[src/rtl/lane_cfg_consts.svh]
`ifndef LANE_CFG_CONSTS_SVH
`define LANE_CFG_CONSTS_SVH

// -----------------------------------------------------------------
// register indices; one word each, byte address is index times four
// -----------------------------------------------------------------
`define IDX_EXTRA_LANE      10'h20b
`define IDX_SYNC_MODE       10'h20f
`define IDX_DOWNCONVERTER_CONFIG         10'h210
`define ADDR_EXTRA_LANE     {`IDX_EXTRA_LANE, 2'b00}
`define ADDR_SYNC_MODE      {`IDX_SYNC_MODE, 2'b00}
`define ADDR_DOWNCONVERTER_CONFIG        {`IDX_DOWNCONVERTER_CONFIG, 2'b00}
`define ADDR_LINK_CTRL      12'h0300
`define ADDR_LANE_STATUS    12'h0304

// -----------------------------------------------------------------
// reset values and field positions
// -----------------------------------------------------------------
`define RST_EXTRA_LANE      8'h00
`define RST_SYNC_MODE       8'h00
`define RST_DOWNCONVERTER_CONFIG         8'h00
`define RST_LINK_CTRL       8'h00
`define BIT_EXTRA_SER       0
`define BIT_LINK_ENABLE     0
`define BIT_PD_A            1
`define BIT_PD_B            2
`define SYNC_MODE_CRC       2'h0
`define SYNC_MODE_FEC       2'h2
`define TEST_NONE           4'h0
`define TEST_RAMP           4'h4
`define TEST_ALT_RAMP       4'h5
`define ENC_64B66B_BIT      5

`endif

[src/rtl/lane_cfg_pkg.sv]
package lane_cfg_pkg;

	typedef enum logic [1:0] {
		SH_CRC,
		SH_FEC,
		SH_IDLE
	} sync_hdr_e;

	typedef struct packed {
		logic [7:0] lane_clk_en;
		logic [7:0] ser_clk_en;
		logic [7:0] ramp_sel;
	} lane_ctl_s;

	typedef struct packed {
		sync_hdr_e  hdr;
		logic [7:0] cmd;
	} sync_ctl_s;

endpackage : lane_cfg_pkg

[src/rtl/lane_cfg_regs.sv]
// Added by the designer: the APB register port.
`timescale 1ns/1ps
`include "lane_cfg_consts.svh"

module lane_cfg_regs
	import lane_cfg_pkg::*;
(
	input  wire logic        clk_sys,
	input  wire logic        rst_n,
	input  wire logic        psel,
	input  wire logic        penable,
	input  wire logic        pwrite,
	input  wire logic [11:0] paddr,
	input  wire logic [31:0] pwdata,
	output logic             pready,
	output logic      [31:0] prdata,
	output logic             pslverr,
	input  wire logic [7:0]  link_lane_count_mode,
	input  wire logic [3:0]  link_test_pattern_select,
	input  wire logic [7:0]  mode_lane_mask,
	output lane_ctl_s        lane_ctl,
	output logic [3:0]       lane_test_pattern,
	output sync_ctl_s        sync_ctl,
	output logic             serial_link_enable,
	output logic             serdes_power_on,
	output logic [7:0]       downconverter_config
);

	// -----------------------------------------------------------------
	// bus decode
	// -----------------------------------------------------------------
	logic [7:0]  extra_q;
	logic [7:0]  sync_q;
	logic [7:0]  ddc_q;
	logic [7:0]  ctrl_q;
	logic        pready_q;
	logic [31:0] prdata_q;
	logic        pslverr_q;
	lane_ctl_s   lane_q;
	lane_ctl_s   lane_d;
	sync_ctl_s   sync_ctl_q;
	sync_ctl_s   sync_ctl_d;
	logic [3:0]  pat_q;
	logic [3:0]  pat_d;
	logic        link_en_q;
	logic        pwr_q;

	wire access   = psel & penable;
	wire hit_ex   = paddr == `ADDR_EXTRA_LANE;
	wire hit_sy   = paddr == `ADDR_SYNC_MODE;
	wire hit_dd   = paddr == `ADDR_DOWNCONVERTER_CONFIG;
	wire hit_ct   = paddr == `ADDR_LINK_CTRL;
	wire hit_st   = paddr == `ADDR_LANE_STATUS;
	wire mapped   = hit_ex | hit_sy | hit_dd | hit_ct | hit_st;
	wire wr_ok    = access & pwrite & mapped;

	// extra lane and sync mode writes while the link runs would glitch live lane clocks,
	// so they are refused with pslverr instead of being taken
	wire locked   = ctrl_q[`BIT_LINK_ENABLE] & (hit_ex | hit_sy);
	wire err      = ~mapped | (pwrite & locked) | (pwrite & hit_st);

	wire [7:0] rd_byte = hit_ex ? extra_q :
	                     hit_sy ? sync_q  :
	                     hit_dd ? ddc_q   :
	                     hit_ct ? ctrl_q  :
	                     hit_st ? lane_q.ser_clk_en : 8'h00;

	// -----------------------------------------------------------------
	// lane logic
	// -----------------------------------------------------------------
	function automatic logic [7:0] chain_ok(input logic [7:0] en);
		logic [7:0] r;
		r = 8'h00;
		r[0] = en[0];
		for (int i = 1; i < 8; i++) begin
			r[i] = en[i] & r[i-1];
		end
		return r;
	endfunction : chain_ok

	wire       pd_both   = ctrl_q[`BIT_PD_A] & ctrl_q[`BIT_PD_B];
	wire       link_up   = ~pd_both & ctrl_q[`BIT_LINK_ENABLE];
	wire [7:0] extra_sel = {extra_q[7:1], 1'b0};
	// extra lanes are or-ed onto the mode mask, never masking it
	wire [7:0] lane_req  = mode_lane_mask | extra_sel;
	wire [7:0] clk_en    = link_up ? lane_req : 8'h00;
	wire [7:0] ser_req   = mode_lane_mask | (extra_q[`BIT_EXTRA_SER] ? extra_sel : 8'h00);
	wire [7:0] ser_en    = link_up ? (chain_ok(ser_req) & clk_en) : 8'h00;
	wire       ramp_case = (link_test_pattern_select == `TEST_NONE) |
	                       (link_test_pattern_select == `TEST_ALT_RAMP);
	wire [7:0] only_ext  = extra_sel & ~mode_lane_mask;
	wire [7:0] ramp_en   = ramp_case ? (only_ext & ser_en) : 8'h00;
	wire       enc_66    = link_lane_count_mode[`ENC_64B66B_BIT];

	always_comb begin
		lane_d.lane_clk_en = clk_en;
		lane_d.ser_clk_en  = ser_en;
		lane_d.ramp_sel    = ramp_en;
		pat_d              = link_test_pattern_select;
		sync_ctl_d.cmd     = 8'h00;
		if (!enc_66) begin
			sync_ctl_d.hdr = SH_IDLE;
		end else if (sync_q[1:0] == `SYNC_MODE_FEC) begin
			sync_ctl_d.hdr = SH_FEC;
		end else begin
			// reserved codes fall back to the crc default
			sync_ctl_d.hdr = SH_CRC;
		end
	end

	// -----------------------------------------------------------------
	// registers
	// -----------------------------------------------------------------
	always_ff @(posedge clk_sys or negedge rst_n) begin
		if (!rst_n) begin
			extra_q <= `RST_EXTRA_LANE;
			sync_q  <= `RST_SYNC_MODE;
			ddc_q   <= `RST_DOWNCONVERTER_CONFIG;
			ctrl_q  <= `RST_LINK_CTRL;
		end else if (wr_ok && !err) begin
			// full bytes stored: reserved bits read back unchanged
			if (hit_ex) extra_q <= pwdata[7:0];
			if (hit_sy) sync_q  <= pwdata[7:0];
			if (hit_dd) ddc_q   <= pwdata[7:0];
			if (hit_ct) ctrl_q  <= pwdata[7:0];
		end
	end

	always_ff @(posedge clk_sys or negedge rst_n) begin
		if (!rst_n) begin
			pready_q  <= 1'b0;
			prdata_q  <= 32'h0000_0000;
			pslverr_q <= 1'b0;
		end else begin
			pready_q  <= psel & ~penable;
			prdata_q  <= {24'h00_0000, rd_byte};
			pslverr_q <= psel & ~penable & err;
		end
	end

	always_ff @(posedge clk_sys or negedge rst_n) begin
		if (!rst_n) begin
			lane_q     <= '0;
			sync_ctl_q <= '{hdr: SH_CRC, cmd: 8'h00};
			pat_q      <= 4'h0;
			link_en_q  <= 1'b0;
			pwr_q      <= 1'b0;
		end else begin
			lane_q     <= lane_d;
			sync_ctl_q <= sync_ctl_d;
			pat_q      <= pat_d;
			link_en_q  <= link_up;
			pwr_q      <= ~pd_both;
		end
	end

	assign pready               = pready_q;
	assign prdata               = prdata_q;
	assign pslverr              = pslverr_q;
	assign lane_ctl             = lane_q;
	assign lane_test_pattern    = pat_q;
	assign sync_ctl             = sync_ctl_q;
	assign serial_link_enable   = link_en_q;
	assign serdes_power_on      = pwr_q;
	assign downconverter_config = ddc_q;
endmodule : lane_cfg_regs

[config.mk]
export PLATFORM = sky130hd
export DESIGN_NAME = lane_cfg_regs
export DESIGN_NICKNAME = d
export VERILOG_FILES = /design/src/rtl/lane_cfg_pkg.sv /design/src/rtl/lane_cfg_regs.sv
export VERILOG_INCLUDE_DIRS = /design/src /design/src/rtl
export SDC_FILE = /design/constraint.sdc
export NUM_CORES = 1
export LEC_CHECK = 0
export BUFFER_PORTS_ARGS = -buffer_cell sky130_fd_sc_hd__buf_4
export CORE_AREA = 2 2 78 117
export DETAILED_ROUTE_END_ITERATION = 8
export DIE_AREA = 0 0 80 119
export PLACE_DENSITY = 0.74
export SYNTH_ARGS = -nofsm -noshare
export SYNTH_HDL_FRONTEND = slang
export SYNTH_SLANG_ARGS = --single-unit
[constraint.sdc]
create_clock -name clk_sys -period 1.8 [get_ports clk_sys]
set_input_delay 0.36 -clock clk_sys [delete_from_list [all_inputs] [get_ports clk_sys]]
set_output_delay 0.36 -clock clk_sys [all_outputs]
set_load 0.02 [all_outputs]
==> impl_metrics.env, run 1 <==
export IMPL_cts_root_buf="clkbuf_16"
export IMPL_gp_congestion=0.796
export IMPL_critPathMaxFanout=3
export IMPL_cts_buffer_depth=2
export IMPL_area_growth_synth_to_final_pct=40.6
export IMPL_first_pass_iters=5
export IMPL_crit_required_ns=2.03
export IMPL_cp_top_family="simple AND/OR/NAND/NOR gates"
export IMPL_min_period_ns=1.91
export IMPL_clock_sinks=72
export IMPL_vias_per_cell=5.00
export IMPL_yosys_warnings=0
export IMPL_hold_depth=1
export IMPL_route_vias_total=2634
export IMPL_fillers=777
export IMPL_numCtsBuffers=9
export IMPL_rsz0062_at_grt="yes"
export IMPL_final_design_area_no_fill_sq_um=4690
export IMPL_seqPwrFrac=0.438
export IMPL_p_int_w=0.00286
export IMPL_seq_area_frac_synth=0.540
export IMPL_slowest_delay_ns=0.50
export IMPL_met1_length_um=3320
export IMPL_met2_length_um=4460
export IMPL_yosysTopAreaCellShare=0.540
export IMPL_grt_max_degree=33
export IMPL_setup_viol=3
export IMPL_ir_drop_v=0.000498
export IMPL_max_cap_violations=0
export IMPL_wl_per_cell_um=16.2
export IMPL_grt_ovfl_total=0
export IMPL_setup_tns_ns=-0.199
export IMPL_cp_slowest_cell="or4_4"
export IMPL_clk_latency_ns=0.34
export IMPL_place_ws_ns=-0.263
export IMPL_grt_pass1_vias=2707
export IMPL_yosys_top_cells_area="dfrtp_1 (54%), buf_4 (7.9%), mux2_2 (7.8%)"
export IMPL_critPathArrivalTime_ns=2.14
export IMPL_fin_nets=481
export IMPL_finalCritPeriodShare=1.06
export IMPL_die_area_sq_um=9520
export IMPL_p_per_area_nw_per_um2=794
export IMPL_synthCells=285
export IMPL_dr_wl_met3_um=595
export IMPL_yosysUniqueCellTypes=45
export IMPL_slew_violations=0
export IMPL_placed_cell_area_sq_um=4310
export IMPL_critical_path_buf_inv_count=0
export IMPL_drtAntennaViolNets=0
export IMPL_antenna_found_initial=0
export IMPL_grt_pass1_wl_um=13400
export IMPL_status="complete, but fails checks"
export IMPL_power_switching_w=0.000869
export IMPL_row_count=42
export IMPL_critical_path_class="reg2reg"
export IMPL_syn_avg_cell_area_sq_um=11.7
export IMPL_port_buffer_count=86
export IMPL_ioPinCount=151
export IMPL_cts_clk_slew_worst_paths_ns=0.06
export IMPL_fin_hold_ws_ns=0.145
export IMPL_cp_cell_sequence="a21bo_2 > or4_4 > or3_4 > nor4b_4"
export IMPL_drt_initial_drc_count=158
export IMPL_cts_tree="built"
export IMPL_die_y_um=119
export IMPL_highest_layer="met4"
export IMPL_violations="negative setup slack"
export IMPL_finalHoldViolCount=0
export IMPL_comb_power_share=0.085
export IMPL_initial_core_util=0.387
export IMPL_ff2ff_path_depth=4
export IMPL_fmax_mhz=524
export IMPL_coreArea_sq_um=8620
export IMPL_hold_path_class="in2reg"
export IMPL_ctsHtreeMaxLevel=3
export IMPL_dp_cells=510
export IMPL_drt_wl_total_um=8510
export IMPL_fin_cells=527
export IMPL_dp_hpwl_um=6270
export IMPL_start_kind="flip-flop"
export IMPL_path_depth=4
export IMPL_clock_skew_ns=0.00917
export IMPL_final_layout_size_suffix_gt1_frac=0.470
export IMPL_grt_use_total=0.184
export IMPL_num_antenna_cells=0
export IMPL_syn_cell_area_sq_um=3340
export IMPL_ys_seq_elements=72
export IMPL_synth_largest_area_cell="dfrtp_1"
export IMPL_p_leak_nw=2.45
export IMPL_setup_ws_ns=-0.108
export IMPL_clockPowerShare=0.478
export IMPL_post_cts_buffers=0
export IMPL_endpoint_kind="flip-flop"
export IMPL_fp_dieW_um=80
export IMPL_drc=0
export IMPL_switching_share=0.233
## Yosys cell counts, drive strengths merged
cell type	instances
nand4	1
or4	2
nor4	5
inv	9
nand2b	1
nor3b	1
mux2	31
nor4b	8
xor2	1
and4	1
and3	3
o22ai	2
nand3	1
a31oi	1
or3b	2
o31a	1
o21ai	18
nand2	14
conb	1
or2	3
clkbuf	7
or3	3
nor2	21
nor2b	1
and4b	1
dfrtp	72
a21oi	13
a21bo	1
mux2i	8
o211ai	1
a21o	1
buf	37
nor3	3
or4b	1
a32o	1
nand4bb	1
a221oi	7
## cells in the final DEF, fill, tap and decap left out, types with 9 or more instances in the layout
| cell type | count |
|---|---|
| buf_4 | 121 |
| dfrtp_1 | 72 |
| conb_1 | 33 |
| nor2_1 | 20 |
| mux2_2 | 19 |
| nand2_1 | 14 |
| o21ai_0 | 14 |
| a21oi_1 | 13 |
| mux2_4 | 12 |
| inv_1 | 9 |
| clkbuf_16 | 9 |
## power groups by stage
stage               clock [W]  combinational (W)  sequential [W]
floorplan                   0           0.000175         0.00167
global placement            0           0.000299         0.00166
detailed placement          0           0.000308         0.00166
CTS                   0.00181           0.000311         0.00163
global route          0.00187           0.000341         0.00163
finish                0.00178           0.000316         0.00163
## per-layer routing
| layer | track usage | up-vias |
|---|---|---|
| li1 | - | 1195 |
| met1 | 0.220 | 1312 |
| met2 | 0.312 | 115 |
| met3 | 0.0462 | 12 |
| met4 | 0.0763 | 0 |
| met5 | 0 | - |
## kinds of logic (layout without fill, tap and decap cells)
kind of cell    count (synthesis)  after routing  synth area share
simple gates                   73             73             0.142
mux                            39             39             0.129
xor+xnor                        1              1           0.00263
compound gates                 46             46            0.0836
other cells                     1             33           0.00112
flops                          72             72             0.540
buf+inv                        53            153             0.102
## flip-flops by register name, summed over array words and instances, names as in the netlist, 2 cells and up
name / cells
downconverter_config: 8
sync_q: 8
lane_test_pattern: 4
extra_q: 8
prdata: 8
lane_ctl: 22
ctrl_q: 8
sync_ctl: 2
## final cells by class
type	count	area (sq um)	area share
clock inverter	5	56.3	0.0120
tap	110	138	0.0293
timing repair buffer	128	1000	0.214
multi-input combinational	192	1420	0.302
clock buffer	11	243	0.0517
inverter	9	33.8	0.00720
sequential	72	1800	0.384
## through the flow
step            util  power, W
2_1_floorplan      -   0.00185
3_3_place_gp   0.500   0.00196
3_5_place_dp   0.500   0.00197
4_1_cts        0.538   0.00375
5_1_grt        0.545   0.00384
6_report       0.545   0.00373
## repair_timing
item	CTS	global route
setup endpoints to repair	4	23
endpoints found under the hold margin	23	0
resized for setup	3	18
pin swaps	0	5
hold buffers	1	0
## worst register-to-register path: cells and delay by family (launching register included)
family          cells  cell delay [ns]
simple gates        3             1.18
compound gates      1             0.22
flops               1             0.39
## final timing paths
path,slack (ns),startpoint,to
min in group asynchronous,0.49,rst_n,ctrl_q[1]
setup / recovery,-0.11,ctrl_q[2],lane_ctl[5]
max in group asynchronous,0.77,rst_n,lane_ctl[22]
hold / removal,0.14,link_test_pattern_select[0],lane_test_pattern[0]
setup reg to reg,-0.11,ctrl_q[2],lane_ctl[5]
hold reg to reg,0.48,sync_q[0],sync_ctl[8]
Power figures use the tool's default switching activity.
==> run 2, diff against run 1 <==
--- a/config.mk
+++ b/config.mk
@@ -8,6 +8,7 @@
 export LEC_CHECK = 0
 export BUFFER_PORTS_ARGS = -buffer_cell sky130_fd_sc_hd__buf_4
 export CORE_AREA = 2 2 78 117
+export CTS_BUF_LIST = sky130_fd_sc_hd__clkbuf_16
 export DETAILED_ROUTE_END_ITERATION = 8
 export DIE_AREA = 0 0 80 119
 export PLACE_DENSITY = 0.74
==> impl_metrics.env, run 2 (synthesized netlist as in run 1, its figures left out) <==
export IMPL_fin_nets=481
export IMPL_clk_latency_ns=0.34
export IMPL_status="complete, but fails checks"
export IMPL_ctsHtreeMaxLevel=3
export IMPL_cts_root_buf="clkbuf_16"
export IMPL_coreArea_sq_um=8620
export IMPL_drt_wl_total_um=8500
export IMPL_max_cap_violations=0
export IMPL_first_pass_iters=4
export IMPL_dp_hpwl_um=6270
export IMPL_final_common_cell="buf_4"
export IMPL_hold_path_class="in2reg"
export IMPL_vias_per_cell=5.02
export IMPL_clock_sinks=72
export IMPL_die_area_sq_um=9520
export IMPL_critical_path_buf_inv_count=0
export IMPL_setup_ws_ns=-0.110
export IMPL_numCtsBuffers=9
export IMPL_fin_hold_ws_ns=0.144
export IMPL_slew_violations=0
export IMPL_rsz0062_at_grt="yes"
export IMPL_wl_per_cell_um=16.1
export IMPL_endpoint_kind="flip-flop"
export IMPL_grt_ovfl_total=0
export IMPL_p_per_area_nw_per_um2=786
export IMPL_ir_drop_v=0.000500
export IMPL_crit_required_ns=2.03
export IMPL_cts_clk_slew_worst_paths_ns=0.06
export IMPL_area_growth_synth_to_final_pct=40.3
export IMPL_start_kind="flip-flop"
export IMPL_violations="negative setup slack"
export IMPL_finalHoldViolCount=0
export IMPL_placed_cell_area_sq_um=4310
export IMPL_mostFrequentLayoutCells="buf_4 (121), dfrtp_1 (72), conb_1 (33)"
export IMPL_fp_dieW_um=80
export IMPL_route_vias_total=2646
export IMPL_setup_viol=3
export IMPL_die_y_um=119
export IMPL_largest_reg_flops=22
export IMPL_fmax_mhz=523
export IMPL_p_leak_nw=2.45
export IMPL_final_design_area_no_fill_sq_um=4680
export IMPL_fillers=779
export IMPL_grt_max_degree=33
export IMPL_drc=0
export IMPL_row_count=42
export IMPL_grt_pass1_wl_um=13400
export IMPL_drt_initial_drc_count=186
export IMPL_ioPinCount=151
export IMPL_initial_core_util=0.387
export IMPL_grt_use_total=0.185
export IMPL_critPathMaxFanout=3
export IMPL_antenna_found_initial=0
export IMPL_grt_pass1_vias=2709
export IMPL_cp_cell_sequence="a21bo_2 > or4_4 > or3_4 > nor4b_4"
export IMPL_port_buffer_count=86
export IMPL_cp_top_family="simple AND/OR/NAND/NOR gates"
export IMPL_num_antenna_cells=0
export IMPL_clock_skew_ns=0.00966
export IMPL_drtAntennaViolNets=0
export IMPL_cts_tree="built"
export IMPL_final_layout_size_suffix_gt1_frac=0.468
export IMPL_slowest_delay_ns=0.50
export IMPL_min_period_ns=1.91
export IMPL_gp_congestion=0.796
export IMPL_critical_path_class="reg2reg"
export IMPL_critPathArrivalTime_ns=2.14
export IMPL_cp_slowest_cell="or4_4"
export IMPL_cts_buffer_depth=2
export IMPL_finalCritPeriodShare=1.06
## run 2: worst reg2reg max path, cell delays in order, from the launching register on
cell and delay [ns]:
dfrtp_1 0.40, a21bo_2 0.22, or4_4 0.50, or3_4 0.42, nor4b_4 0.26
## run 2: path summary, 6_finish.rpt
path / startpoint / end / slack (ns) / cells after the start
min in group asynchronous: rst_n / ctrl_q[1] / 0.49 / 2
worst max-delay path: ctrl_q[2] / lane_ctl[5] / -0.11 / 4
worst min-delay path: link_test_pattern_select[0] / lane_test_pattern[0] / 0.14 / 1
worst min register to register: sync_q[0] / sync_ctl[8] / 0.48 / 1
max in group asynchronous: rst_n / lane_test_pattern[1] / 0.78 / 3
worst max register to register: ctrl_q[2] / lane_ctl[5] / -0.11 / 4
## run 2: where the power goes
group          switching (W)  total, W  internal, W
clock               0.000676   0.00174      0.00106
combinational       0.000193  0.000315     0.000122
sequential        0.00000288   0.00163      0.00163
## run 2: area by class of cell
type,count,area (sq um),area share
multi-input combinational,192,1420,0.303
sequential,72,1800,0.385
timing repair buffer,128,1000,0.214
clock buffer,9,225,0.0481
clock inverter,7,63.8,0.0136
inverter,9,33.8,0.00721
tap,110,138,0.0294
## run 2: repair_timing
action                                 CTS  global route
endpoints found under the hold margin   23             0
setup buffers                            0             0
setup endpoints to repair                4            23
pin swaps                                0             5
gates resized for setup                  3            18
hold buffers                             1             0
## run 2: routing by layer
layer / vias up / routed length, um / global-route usage
li1: 1197 / - / -
met1: 1329 / 3300 / 0.219
met2: 108 / 4460 / 0.313
met3: 12 / 588 / 0.0462
met4: 0 / 153 / 0.0763
met5: - / 0 / 0
## run 2: through the flow
| step | power (W) | setup slack [ns] | setup TNS (ns) | util | cells |
|---|---|---|---|---|---|
| final | 0.00368 | -0.110 | -0.205 | 0.543 | 527 |
| after global routing | 0.00379 | -0.138 | -0.359 | 0.543 | 527 |
| after CTS | 0.00370 | -0.118 | -0.319 | 0.537 | 527 |
| after detailed placement | 0.00197 | -0.263 | -5.50 | 0.500 | 510 |
| after global placement | 0.00196 | -0.251 | -4.54 | 0.500 | 510 |
| after floorplan | 0.00185 | -0.209 | -3.19 | - | 317 |
==> run 3, diff against run 2 <==
--- a/config.mk
+++ b/config.mk
@@ -6,12 +6,13 @@
 export SDC_FILE = /design/constraint.sdc
 export NUM_CORES = 1
 export LEC_CHECK = 0
-export BUFFER_PORTS_ARGS = -buffer_cell sky130_fd_sc_hd__buf_4
 export CORE_AREA = 2 2 78 117
 export CTS_BUF_LIST = sky130_fd_sc_hd__clkbuf_16
 export DETAILED_ROUTE_END_ITERATION = 8
 export DIE_AREA = 0 0 80 119
-export PLACE_DENSITY = 0.74
+export DONT_BUFFER_PORTS = 1
+export GPL_TIMING_DRIVEN = 0
+export PLACE_DENSITY = 0.58
 export SYNTH_ARGS = -nofsm -noshare
 export SYNTH_HDL_FRONTEND = slang
 export SYNTH_SLANG_ARGS = --single-unit
==> impl_metrics.env, run 3 (synthesized netlist as in run 1, its figures left out) <==
export IMPL_ioPinCount=151
export IMPL_dp_hpwl_um=5780
export IMPL_crit_path_start="ctrl_q[1]"
export IMPL_route_vias_total=2283
export IMPL_vias_per_cell=5.06
export IMPL_mostFrequentLayoutCells="dfrtp_1 (71), buf_4 (46), conb_1 (33)"
export IMPL_place_ws_ns=-0.689
export IMPL_fin_hold_ws_ns=-0.277
export IMPL_min_period_ns=1.89
export IMPL_power_w=0.00352
export IMPL_max_slew_margin=0.587
export IMPL_wl_per_cell_um=18.0
export IMPL_dp_cells=427
export IMPL_fillers=833
export IMPL_violations="negative hold slack, negative setup slack"
export IMPL_cts_tree="built"
export IMPL_coreArea_sq_um=8620
export IMPL_largest_reg_flops=22
export IMPL_setup_viol=4
export IMPL_ir_drop_v=0.000626
export IMPL_worst_pin_slew_ns=0.619
export IMPL_final_common_cell="dfrtp_1"
export IMPL_area_growth_synth_to_final_pct=21.8
export IMPL_fin_nets=405
export IMPL_grt_ovfl_total=0
export IMPL_hold_path_class="in2async"
export IMPL_die_y_um=119
export IMPL_clk_latency_ns=0.33
export IMPL_slowest_delay_ns=0.52
export IMPL_grt_use_total=0.180
export IMPL_placed_cell_area_sq_um=3650
export IMPL_endpoint_kind="flip-flop"
export IMPL_clock_sinks=72
export IMPL_grt_pass1_wl_um=12700
export IMPL_finalHoldViolCount=72
export IMPL_clock_skew_ns=0.00558
export IMPL_status="complete, but fails checks"
export IMPL_cp_top_family="simple AND/OR/NAND/NOR gates"
export IMPL_setup_ws_ns=-0.0907
export IMPL_port_buffer_count=0
export IMPL_ctsHtreeMaxLevel=3
export IMPL_drtAntennaViolNets=0
export IMPL_finalCritPeriodShare=1.05
export IMPL_reg2reg_from="ctrl_q[1]"
export IMPL_drc=0
export IMPL_row_count=42
export IMPL_final_design_area_no_fill_sq_um=4060
export IMPL_numCtsBuffers=9
export IMPL_first_pass_iters=4
export IMPL_start_kind="flip-flop"
export IMPL_cts_root_buf="clkbuf_16"
export IMPL_antenna_found_initial=0
export IMPL_crit_required_ns=2.03
export IMPL_gp_congestion=0.787
export IMPL_fmax_mhz=529
export IMPL_drt_initial_drc_count=133
export IMPL_critical_path_class="reg2reg"
export IMPL_p_per_area_nw_per_um2=865
export IMPL_cts_clk_slew_worst_paths_ns=0.06
export IMPL_num_antenna_cells=0
export IMPL_multi_input_area_sq_um=1430
export IMPL_cp_slowest_cell="or4_4"
export IMPL_critical_path_buf_inv_count=0
export IMPL_critPathArrivalTime_ns=2.12
export IMPL_max_cap_violations=0
export IMPL_initial_core_util=0.387
export IMPL_cts_buffer_depth=2
export IMPL_drt_wl_total_um=8120
export IMPL_slew_violations=0
export IMPL_cp_cell_sequence="a21bo_4 > or4_4 > or3_4 > nor4b_4"
export IMPL_regArea_sq_um=1800
export IMPL_p_leak_nw=2.09
export IMPL_die_area_sq_um=9520
export IMPL_fp_dieW_um=80
export IMPL_rsz0062_at_grt="yes"
export IMPL_fin_cells=451
export IMPL_final_layout_size_suffix_gt1_frac=0.328
export IMPL_critPathMaxFanout=4
export IMPL_grt_pass1_vias=2405
export IMPL_grt_max_degree=73
[run 3: report_power, final]
group | switching, W | internal (W)
registers | 0.0000154 | 0.00163
logic | 0.000112 | 0.0000816
clock network | 0.000633 | 0.00104
total | 0.000760 | 0.00276
[run 3: per-stage QoR]
| step | util | setup TNS (ns) | hold slack [ns] |
|---|---|---|---|
| after floorplan | - | -3.19 | 0.0644 |
| after global placement | 0.423 | -17.79 | 0.0658 |
| after detailed placement | 0.423 | -20.79 | 0.0657 |
| after CTS | 0.468 | -0.317 | -0.293 |
| after global routing | 0.472 | -0.463 | -0.294 |
| final | 0.472 | -0.146 | -0.277 |
[run 3: timing repair]
action                     4_1_cts  5_1_grt
setup endpoints to repair       42       25
pin swaps                        7        4
setup buffers                   12        0
hold endpoints to repair        72       72
gates cloned                     0        0
gates resized for setup         10        8
[run 3: path summary, 6_finish.rpt]
check | to | slack, ns | cells after the start
max | lane_ctl[5] | -0.09 | 4
min | extra_q[1] | -0.28 | 0
max reg2reg | lane_ctl[5] | -0.09 | 4
min reg2reg | sync_ctl[8] | 0.45 | 1
max in group asynchronous | ctrl_q[3] | 1.96 | 0
min in group clk_sys | lane_test_pattern[0] | 0.06 | 0
[run 3: metal layers]
layer | GRT usage | share of wire | up-vias
li1 | - | - | 1048
met1 | 0.208 | 0.37 | 1105
met2 | 0.282 | 0.50 | 112
met3 | 0.0712 | 0.091 | 18
met4 | 0.0996 | 0.034 | 0
met5 | 0 | 0 | -
[run 3: final cells by class]
type / count / area share
clock inverter: 7 / 0.0132
sequential: 72 / 0.444
multi-input combinational: 192 / 0.351
timing repair buffer: 12 / 0.0231
buffer: 40 / 0.0714
inverter: 9 / 0.00831
tap: 110 / 0.0339
clock buffer: 9 / 0.0554
[run 3: worst reg2reg max path: cells and delay by family (launching register included)]
family	cells	cell delay (ns)
flip-flops	1	0.40
AND/OR/NAND/NOR	3	1.17
AO/OA/AOI/OAI	1	0.23
